### src/verilog/iso_pkg.sv
// Purpose: constants for the increment-skip / or / load-literal execute block
// Assumes: 14-bit instruction words, 8-bit data, 7-bit register addresses
// Notes:   shared by the execute top and its operation decoder
//
// Functional notes
// - increment-skip opcode adds one to register f, writes destination, flags unchanged.
// - destination bit clear sends the result to the accumulator, register untouched.
// - destination bit set writes the result back into the source register.
// - zero increment result discards prefetched instruction, runs a no-op, two cycles.
// - or-literal opcode ORs accumulator with literal, writes accumulator, updates zero flag.
// - or-register opcode ORs accumulator with register, selected destination, updates zero.
package iso_pkg;
   localparam int          ISO_INSN_W    = 14;
   localparam int          ISO_DATA_W    = 8;
   localparam int          ISO_ADDR_W    = 7;
   localparam int          ISO_DEST_BIT  = 7;
   localparam logic [5:0]  ISO_OP_INCSKIP = 6'h0f;
   localparam logic [5:0]  ISO_OP_ORREG   = 6'h04;
   localparam logic [5:0]  ISO_OP_ORLIT   = 6'h38;
   localparam logic [3:0]  ISO_OP_LDLIT   = 4'hc;
   localparam logic [7:0]  ISO_ONE        = 8'h01;
   localparam logic [7:0]  ISO_ZERO       = 8'h00;
   localparam logic [13:0] ISO_NOP        = 14'h0000;

   typedef enum {
      ISO_NONE,
      ISO_INCREMENT_SKIP_IF_ZERO,
      ISO_OR_LITERAL_TO_ACCUMULATOR,
      ISO_LOAD_LITERAL_TO_ACCUMULATOR,
      ISO_OR_ACCUMULATOR_WITH_REGISTER
   } iso_op_t;
endpackage : iso_pkg

### src/verilog/iso_exec.sv
// Purpose: execute increment-skip, or-literal, load-literal and or-register
// Assumes: insn_valid_in marks a fetched word; reg_rdata_in is the register at reg_addr_out
//          combinationally in the same cycle (register file lives outside)
// Notes:   all results are registered; the skip turns the next valid word into a no-op
module iso_exec
   import iso_pkg::*;
(
   input  wire logic                  core_clk_in,
   input  wire logic                  sys_rst_in,
   input  wire logic                  insn_valid_in,
   input  wire logic [ISO_INSN_W-1:0] insn_in,
   output logic      [ISO_ADDR_W-1:0] reg_addr_out,
   input  wire logic [ISO_DATA_W-1:0] reg_rdata_in,
   output logic                       reg_we_out,
   output logic      [ISO_ADDR_W-1:0] reg_waddr_out,
   output logic      [ISO_DATA_W-1:0] reg_wdata_out,
   output logic      [ISO_DATA_W-1:0] acc_out,
   output logic                       zero_flag_out,
   output logic                       skip_out,
   output logic                       done_out
);
   iso_op_t                 op;
   logic                    skip_reg,  skip_next;
   logic [ISO_DATA_W-1:0]   acc_reg,   acc_next;
   logic                    zf_reg,    zf_next;
   logic                    we_reg,    we_next;
   logic [ISO_ADDR_W-1:0]   wa_reg,    wa_next;
   logic [ISO_DATA_W-1:0]   wd_reg,    wd_next;
   logic                    done_reg,  done_next;
   logic [ISO_DATA_W-1:0]   result;
   logic                    dest_reg_sel;
   logic                    live;

   // is_zero serves the execute logic; uses_register is shared with its checks
   function automatic logic is_zero(input logic [ISO_DATA_W-1:0] value);
      return value == ISO_ZERO;
   endfunction : is_zero

   function automatic logic uses_register(input iso_op_t kind);
      return kind == ISO_INCREMENT_SKIP_IF_ZERO || kind == ISO_OR_ACCUMULATOR_WITH_REGISTER;
   endfunction : uses_register

   ////////////////////////////////////////////////////////////////////////////
   iso_decode u_dec (
      .insn_in (insn_in),
      .op_out  (op)
   );

   // read address stays combinational so the register file answers in the taking cycle
   always_comb begin
      reg_addr_out = insn_in[ISO_ADDR_W-1:0];
   end

   ////////////////////////////////////////////////////////////////////////////
   always_comb begin
      live         = insn_valid_in && !skip_reg;
      dest_reg_sel = insn_in[ISO_DEST_BIT];
      acc_next     = acc_reg;
      zf_next      = zf_reg;
      we_next      = 1'b0;
      wa_next      = wa_reg;
      wd_next      = wd_reg;
      done_next    = 1'b0;
      skip_next    = skip_reg;
      result       = ISO_ZERO;
      if (insn_valid_in && skip_reg) begin
         // discarded prefetched word runs as a no-op
         skip_next = 1'b0;
         done_next = 1'b1;
      end else if (live) begin
         done_next = 1'b1;
         case (op)
            ISO_INCREMENT_SKIP_IF_ZERO: begin
               result    = reg_rdata_in + ISO_ONE;
               skip_next = is_zero(result);
            end
            ISO_OR_ACCUMULATOR_WITH_REGISTER: begin
               result  = acc_reg | reg_rdata_in;
               zf_next = is_zero(result);
            end
            ISO_OR_LITERAL_TO_ACCUMULATOR: begin
               result   = acc_reg | insn_in[ISO_DATA_W-1:0];
               zf_next  = is_zero(result);
               acc_next = result;
            end
            ISO_LOAD_LITERAL_TO_ACCUMULATOR: begin
               acc_next = insn_in[ISO_DATA_W-1:0];
            end
            default: begin
               done_next = 1'b0;
            end
         endcase
         if (uses_register(op)) begin
            if (dest_reg_sel) begin
               we_next = 1'b1;
               wa_next = insn_in[ISO_ADDR_W-1:0];
               wd_next = result;
            end else begin
               acc_next = result;
            end
         end
      end
   end

   always_ff @(posedge core_clk_in) begin
      if (sys_rst_in) begin
         acc_reg  <= ISO_ZERO;
         zf_reg   <= 1'b0;
         we_reg   <= 1'b0;
         wa_reg   <= '0;
         wd_reg   <= ISO_ZERO;
         done_reg <= 1'b0;
         skip_reg <= 1'b0;
      end else begin
         acc_reg  <= acc_next;
         zf_reg   <= zf_next;
         we_reg   <= we_next;
         wa_reg   <= wa_next;
         wd_reg   <= wd_next;
         done_reg <= done_next;
         skip_reg <= skip_next;
      end
   end

   always_comb begin
      acc_out       = acc_reg;
      zero_flag_out = zf_reg;
      reg_we_out    = we_reg;
      reg_waddr_out = wa_reg;
      reg_wdata_out = wd_reg;
      skip_out      = skip_reg;
      done_out      = done_reg;
   end
endmodule : iso_exec

### src/verilog/iso_decode.sv
// Purpose: classify an instruction word into one of the handled operations
// Assumes: purely combinational
// Notes:   anything else decodes to none
module iso_decode
   import iso_pkg::*;
(
   input  wire logic [ISO_INSN_W-1:0] insn_in,
   output iso_op_t                    op_out
);
   always_comb begin
      op_out = ISO_NONE;
      if (insn_in[13:8] == ISO_OP_INCSKIP) begin
         op_out = ISO_INCREMENT_SKIP_IF_ZERO;
      end else if (insn_in[13:8] == ISO_OP_ORREG) begin
         op_out = ISO_OR_ACCUMULATOR_WITH_REGISTER;
      end else if (insn_in[13:8] == ISO_OP_ORLIT) begin
         op_out = ISO_OR_LITERAL_TO_ACCUMULATOR;
      end else if (insn_in[13:10] == ISO_OP_LDLIT) begin
         op_out = ISO_LOAD_LITERAL_TO_ACCUMULATOR;
      end
   end
endmodule : iso_decode

### config.mk
export PLATFORM = sky130hd
export DESIGN_NAME = iso_exec
export DESIGN_NICKNAME = d
export VERILOG_FILES = /design/src/verilog/iso_pkg.sv /design/src/verilog/iso_exec.sv /design/src/verilog/iso_decode.sv
export SDC_FILE = /design/constraint.sdc
export NUM_CORES = 1
export LEC_CHECK = 0
export BUFFER_PORTS_ARGS = -buffer_cell sky130_fd_sc_hd__buf_2
export CAP_MARGIN = 40
export CORE_MARGIN = 2
export CORE_UTILIZATION = 50
export DETAILED_ROUTE_END_ITERATION = 7
export MAX_ROUTING_LAYER = met4
export PLACE_DENSITY = 0.81
export SYNTH_ARGS = -nofsm -noshare
export SYNTH_HDL_FRONTEND = slang
export SYNTH_SLANG_ARGS = --single-unit
### constraint.sdc
create_clock -name core_clk_in -period 1.9 [get_ports core_clk_in]
set_input_delay 0.095 -clock core_clk_in [delete_from_list [all_inputs] [get_ports core_clk_in]]
set_output_delay 0.095 -clock core_clk_in [all_outputs]
set_load 0.02 [all_outputs]
==> results.yml, run 1 <==
status:
  outcome: "finished, final reports clean"
power:
  peakVddDrop_v: 0.000248
  p_per_area_mw_per_mm2: 509
  p_leak_nw: 0.851
final_layout:
  fin_cells: 307
  layout.nets: 288
  diodes: 0
  regArea_um2: 541
  syn_to_final_growth_pct: 19.3
  n_fill_cell: 321
  drive_above_1_share_pct: 30.7
  multi_input_area_mm2: 0.00106
worst_setup_path:
  critical_path.max_stage_delay_ns: 0.61
  cp_data_required_time_ns: 2.14
  cp_cell_sequence: "nor2b_1 -> o21ai_0 -> a221oi_2 -> a2111oi_2"
  end_kind: "flip-flop"
  cp-start-kind: "flip-flop"
  crit_start: "skip_out"
  crit_buf_inv: 0
  crit_slowest_cell: "o21ai_0"
  critPathTopFamily: "compound AO/OA/AOI/OAI gates"
  worstPathArrival_ns: 1.97
  criticalPathCategory: "reg -> reg"
  timing.rr.start: "skip_out"
  cp_max_fo: 5
place:
  gp_congestion: 1.00
  placed_cells: 303
  io_buffers: 58
  post-dp-hpwl_mm: 3.77
clocking:
  h-tree-depth: 1
  cts-root-buf: "clkbuf_4"
  cts_tree: "yes"
  cts_made_buffers: 3
  clockBufferDepth: 2
  clock-sinks: 27
  clkTransAtPathRegs_ns: 0.16
  post_cts_buffers: 0
  clock_latency_ns: 0.33
  cts_hold_buffers: 0
  cts_resized: 0
timing:
  worst_pin_slew_ns: 0.740
  skew_ns: 0.0128
  final.period_utilization_pct: 91.1
  grt_setup_unrepaired: "no"
  fmax_mhz: 578
  finalHoldViolCount: 0
  setup_viol: 0
  slew_viol_final: 0
  fin_tns_setup_ns: 0
  finalCriticalPeriod_ns: 1.73
  slew-limit-headroom_pct: 50.1
worst_hold_path:
  worstHoldStart: "insn_in[0]"
  min_path_type: "in -> reg"
floorplan:
  rows: 21
  core_area_mm2: 0.00331
  die_area_mm2: 0.00391
  floorplan.die.width_um: 62.6
  ios: 59
  start_util_pct: 51.8
  fp.dieH_um: 62.6
synthesis:
  synth.distinct_cells: 48
  synth_fp_nets: 238
  yosysSeqAreaShare_pct: 31.5
  ys_ff_latch: 27
  synth_top_flop_cell: "dfxtp_1"
  syn_inst: 212
  async_flop_share_pct: 0
  synth-edff-count: 0
  syn_avg_cell_area_um2: 8.09
  yosys_warnings: 0
  syn_area_mm2: 0.00171
global_routing:
  track_usage_pct: 26.1
  grt_max_degree: 22
  grt_pass1_wl_mm: 7.97
  grt_pass1_vias: 1578
  antenna_found_initial: 0
  overflow: 0
drt:
  wl_per_cell_um: 15.9
  vias_per_cell: 6.14
  drt_iter0_markers: 177
  firstDrtPassIters: 4
  wirelength_mm: 4.89
  ant_nets: 0
  vias: 1886
  drc: 0
flow_run:
  cap_violations: 0
## cell type report
type                    instances  share of cell area [%]
repair buffers                 65                    17.4
clock inverters                 1                   0.367
multi-input cells             165                    51.9
flip-flops and latches         27                    26.4
well taps                      46                    2.82
clock buffers                   3                    1.10
## per-layer routing
metal	global-route usage, %	share of wire (%)	up-vias
met5	-	0	-
met4	7.50	1.7	0
met3	2.34	7.1	12
met2	40.3	46	98
met1	36.4	45	868
li1	-	-	908
## worst reg2reg max path, delay by kind of cell, from the launching register on
kind,cells,cell delay [ns]
flip-flops,1,0.44
AO/OA/AOI/OAI,3,1.08
AND/OR/NAND/NOR,1,0.13
## final timing paths
path | endpoint | slack (ns) | cells past startpoint
min | reg_waddr_out[0] | 0.01 | 3
max reg2reg | acc_out[5] | 0.17 | 4
min reg2reg | reg_waddr_out[2] | 0.46 | 2
max | acc_out[5] | 0.17 | 4
## metrics by stage
step | util (%) | power [mW] | hold slack [ns] | setup WS [ns] | cell area (um2)
after floorplan | - | 0.714 | 0.231 | 0.275 | 1710
after global placement | 60.8 | 0.792 | 0.375 | 0.178 | 2010
after detailed placement | 60.8 | 0.792 | 0.379 | 0.134 | 2010
after CTS | 61.8 | 1.04 | 0.0117 | 0.228 | 2040
after global routing | 61.8 | 1.09 | 0.00124 | 0.0999 | 2040
final | 61.8 | 1.04 | 0.00990 | 0.170 | 2040
## cells by family after synthesis
kind of cell	synth area share, %
AO/OA/AOI/OAI	29.3
XOR/XNOR	2.04
adder cells (fa/ha/maj)	0.730
buffers and inverters	6.57
flip-flops	31.5
multiplexers	1.24
AND/OR/NAND/NOR	28.5
## Yosys cell counts (2+ instances only)
cell / n / share of area, %
a2111oi_2: 2 / 1.8
a21oi_1: 13 / 3.8
nor4_1: 7 / 2.6
buf_2: 3 / 0.88
o21ai_0: 6 / 1.8
nor3_1: 8 / 2.3
o21a_1: 2 / 0.88
clkbuf_1: 8 / 1.8
and2_1: 2 / 0.73
a22o_1: 2 / 1.0
nand4_1: 2 / 0.73
a211oi_1: 7 / 3.1
a31oi_1: 5 / 1.8
a31o_2: 2 / 1.0
a221o_1: 4 / 2.3
dfxtp_1: 27 / 32
a32o_1: 4 / 2.3
and3_1: 8 / 2.9
o31ai_1: 2 / 0.88
nand3_1: 9 / 2.6
nand2_1: 23 / 5.0
a221oi_2: 2 / 1.8
buf_4: 9 / 3.9
xnor2_1: 2 / 1.0
a221oi_1: 6 / 3.1
nand2b_1: 4 / 1.5
nor2_1: 20 / 4.4
o32ai_1: 2 / 1.0
xor2_1: 2 / 1.0
## placed cells by master (no fill, tap or decap), types with 7 or more instances in the layout
master / instances
a211oi_1: 7
a21oi_1: 13
and3_1: 8
buf_2: 58
dfxtp_1: 27
nand2_1: 23
nand3_1: 9
nor2_1: 20
nor3_1: 8
nor4_1: 7
## power by group
part / internal (mW) / switching (mW)
Clock: 0.0807 / 0.175
Combinational: 0.0761 / 0.130
Sequential: 0.572 / 0.00629
Total: 0.729 / 0.311
## registers in the layout, summed over array words and instances, names as in the netlist
register / cells
acc_out: 8
reg_wdata_out: 8
reg_waddr_out: 7
done_out: 1
reg_we_out: 1
skip_out: 1
zero_flag_out: 1
Power figures use the tool's default switching activity.
==> run 2, diff against run 1 <==
==> constraint.sdc (replaced) <==
create_clock -name core_clk_in -period 1.9 [get_ports core_clk_in]
set_input_delay 0.19 -clock core_clk_in [delete_from_list [all_inputs] [get_ports core_clk_in]]
set_output_delay 0.19 -clock core_clk_in [all_outputs]
set_load 0.02 [all_outputs]
==> run 2 against run 1 <==
Global-route usage up 0.20 points; clock skew grew 0.00084 ns; routed wire length decreased by 0.92%; die area is the same; critical path depth unchanged; register-to-register slack better by 0.09 ns; final area rose by 1.3%; first-iteration DRC count is 36% lower; maximum frequency grew 5.3%.
==> results.yml, run 2 (synthesis gave the netlist of run 1 again) <==
clocking:
  cts_resized: 0
  h-tree-depth: 1
  clockBufferDepth: 2
  cts_tree: "yes"
  post_cts_buffers: 0
  clock-sinks: 27
  cts-root-buf: "clkbuf_4"
  cts_made_buffers: 3
  cts_hold_buffers: 0
  clock_latency_ns: 0.32
  clkTransAtPathRegs_ns: 0.16
global_routing:
  grt_max_degree: 24
  grt_pass1_vias: 1605
  grt_pass1_wl_mm: 8.11
  overflow: 0
  track_usage_pct: 26.3
  antenna_found_initial: 0
drt:
  wirelength_mm: 4.85
  vias: 1871
  drc: 0
  wl_per_cell_um: 15.7
  drt_iter0_markers: 113
  ant_nets: 0
  vias_per_cell: 6.06
  firstDrtPassIters: 4
worst_setup_path:
  cp-start-kind: "flip-flop"
  rr_endpoint: "acc_out[5]"
  critical_path.max_stage_delay_ns: 0.53
  crit_slowest_cell: "o21ai_0"
  cp_cell_sequence: "nor2b_1 -> o21ai_0 -> a221oi_2 -> a2111oi_2"
  r2r_slack_ns: 0.26
  criticalPathCategory: "reg -> reg"
  timing.rr.start: "skip_out"
  end_kind: "flip-flop"
  cp_max_fo: 5
  worstPathArrival_ns: 1.87
  critPathTopFamily: "compound AO/OA/AOI/OAI gates"
  crit_buf_inv: 0
  cp_data_required_time_ns: 2.13
  r2r_cells: 4
timing:
  layout_setup_ws_ns: 0.257
  worst_pin_slew_ns: 0.626
  final.period_utilization_pct: 86.5
  fin_tns_setup_ns: 0
  fmax_mhz: 609
  setup_viol: 0
  slew-limit-headroom_pct: 57.8
  skew_ns: 0.0137
  finalCriticalPeriod_ns: 1.64
  slew_viol_final: 0
  finalHoldViolCount: 0
  grt_setup_unrepaired: "no"
power:
  switchingPower_mw: 0.309
  p_leak_nw: 0.865
  netSwitchingFraction_pct: 29.8
  comb_power_share_pct: 20.0
  internal_power_mw: 0.730
  sequentialPowerShare_pct: 55.7
  clockPowerShare_pct: 24.4
  p_per_area_mw_per_mm2: 502
  peakVddDrop_v: 0.000237
floorplan:
  rows: 21
  fp.dieH_um: 62.6
  floorplan.die.width_um: 62.6
  core_area_mm2: 0.00331
  die_area_mm2: 0.00391
  start_util_pct: 51.8
  ios: 59
worst_hold_path:
  worstHoldEndpoint: "acc_out[7]"
  worstHoldStart: "sys_rst_in"
  min_path_type: "in -> reg"
  hold_depth: 2
place:
  gp_congestion: 0.991
  post-place-ws_ns: 0.0884
  placedInstanceArea_mm2: 0.00204
  io_buffers: 58
  post-dp-hpwl_mm: 3.79
final_layout:
  mostFrequentLayoutCell: "buf_2"
  layout.nets: 290
  final_area_mm2: 0.00207
  syn_to_final_growth_pct: 20.9
  diodes: 0
  drive_above_1_share_pct: 31.2
  layout_common_cells: "58 x buf_2, 27 x dfxtp_1, 23 x nand2_1, 20 x nor2_1, 13 x a21oi_1"
status:
  outcome: "finished, final reports clean"
flow_run:
  cap_violations: 0
## run 2: cell count changes in the layout (fill, tap and decap cells not counted), sizes merged
cell / change
buf: +2
## run 2: area by class of cell
| class | count | area (um2) |
|---|---|---|
| Clock buffer | 3 | 22.5 |
| Clock inverter | 1 | 7.51 |
| Fill cell | 327 | 1240 |
| Multi-Input combinational cell | 165 | 1060 |
| Sequential cell | 27 | 541 |
| Tap cell | 46 | 57.6 |
| Timing Repair Buffer | 67 | 383 |
## run 2: worst max path at each step
stage	cells after the start	from	to	slack [ns]
6_report	4	skip_out	acc_out[5]	0.26
5_1_grt	4	skip_out	acc_out[5]	0.07
4_1_cts	4	skip_out	acc_out[5]	0.26
3_5_place_dp	7	insn_in[8]	acc_out[5]	0.09
3_3_place_gp	7	insn_in[8]	acc_out[5]	0.14
2_1_floorplan	7	insn_in[11]	acc_out[5]	0.27
## run 2: worst reg2reg max path, stage by stage, from the launching register on
cell and delay, ns:
dfxtp_1 0.44, nor2b_1 0.13, o21ai_0 0.53, a221oi_2 0.12
a2111oi_2 0.34
## run 2: power by group through the flow
stage,registers [mW],clock network (mW),logic (mW)
3_3_place_gp,0.590,0,0.202
4_1_cts,0.578,0.256,0.205
2_1_floorplan,0.596,0,0.118
5_1_grt,0.580,0.299,0.225
6_report,0.579,0.253,0.207
3_5_place_dp,0.591,0,0.204
## run 2: layer usage
layer  vias to the layer above  part of all wire (%)  GRT usage, %  routed length, um
met1                       852                    44          37.4               2150
li1                        909                     -             -                  -
met2                       104                    46          39.7               2210
met4                         0                   1.3          7.22                 65
met5                         -                     0             -                  0
met3                         6                   8.8          2.70                426
## run 2: through the flow
stage	std cells	total power, mW	util, %	hold slack [ns]
6_report	309	1.04	62.6	0.0985
5_1_grt	309	1.10	62.6	0.0829
4_1_cts	309	1.04	62.6	0.103
3_5_place_dp	305	0.795	61.7	0.445
3_3_place_gp	305	0.793	61.7	0.439
2_1_floorplan	212	0.714	-	0.326
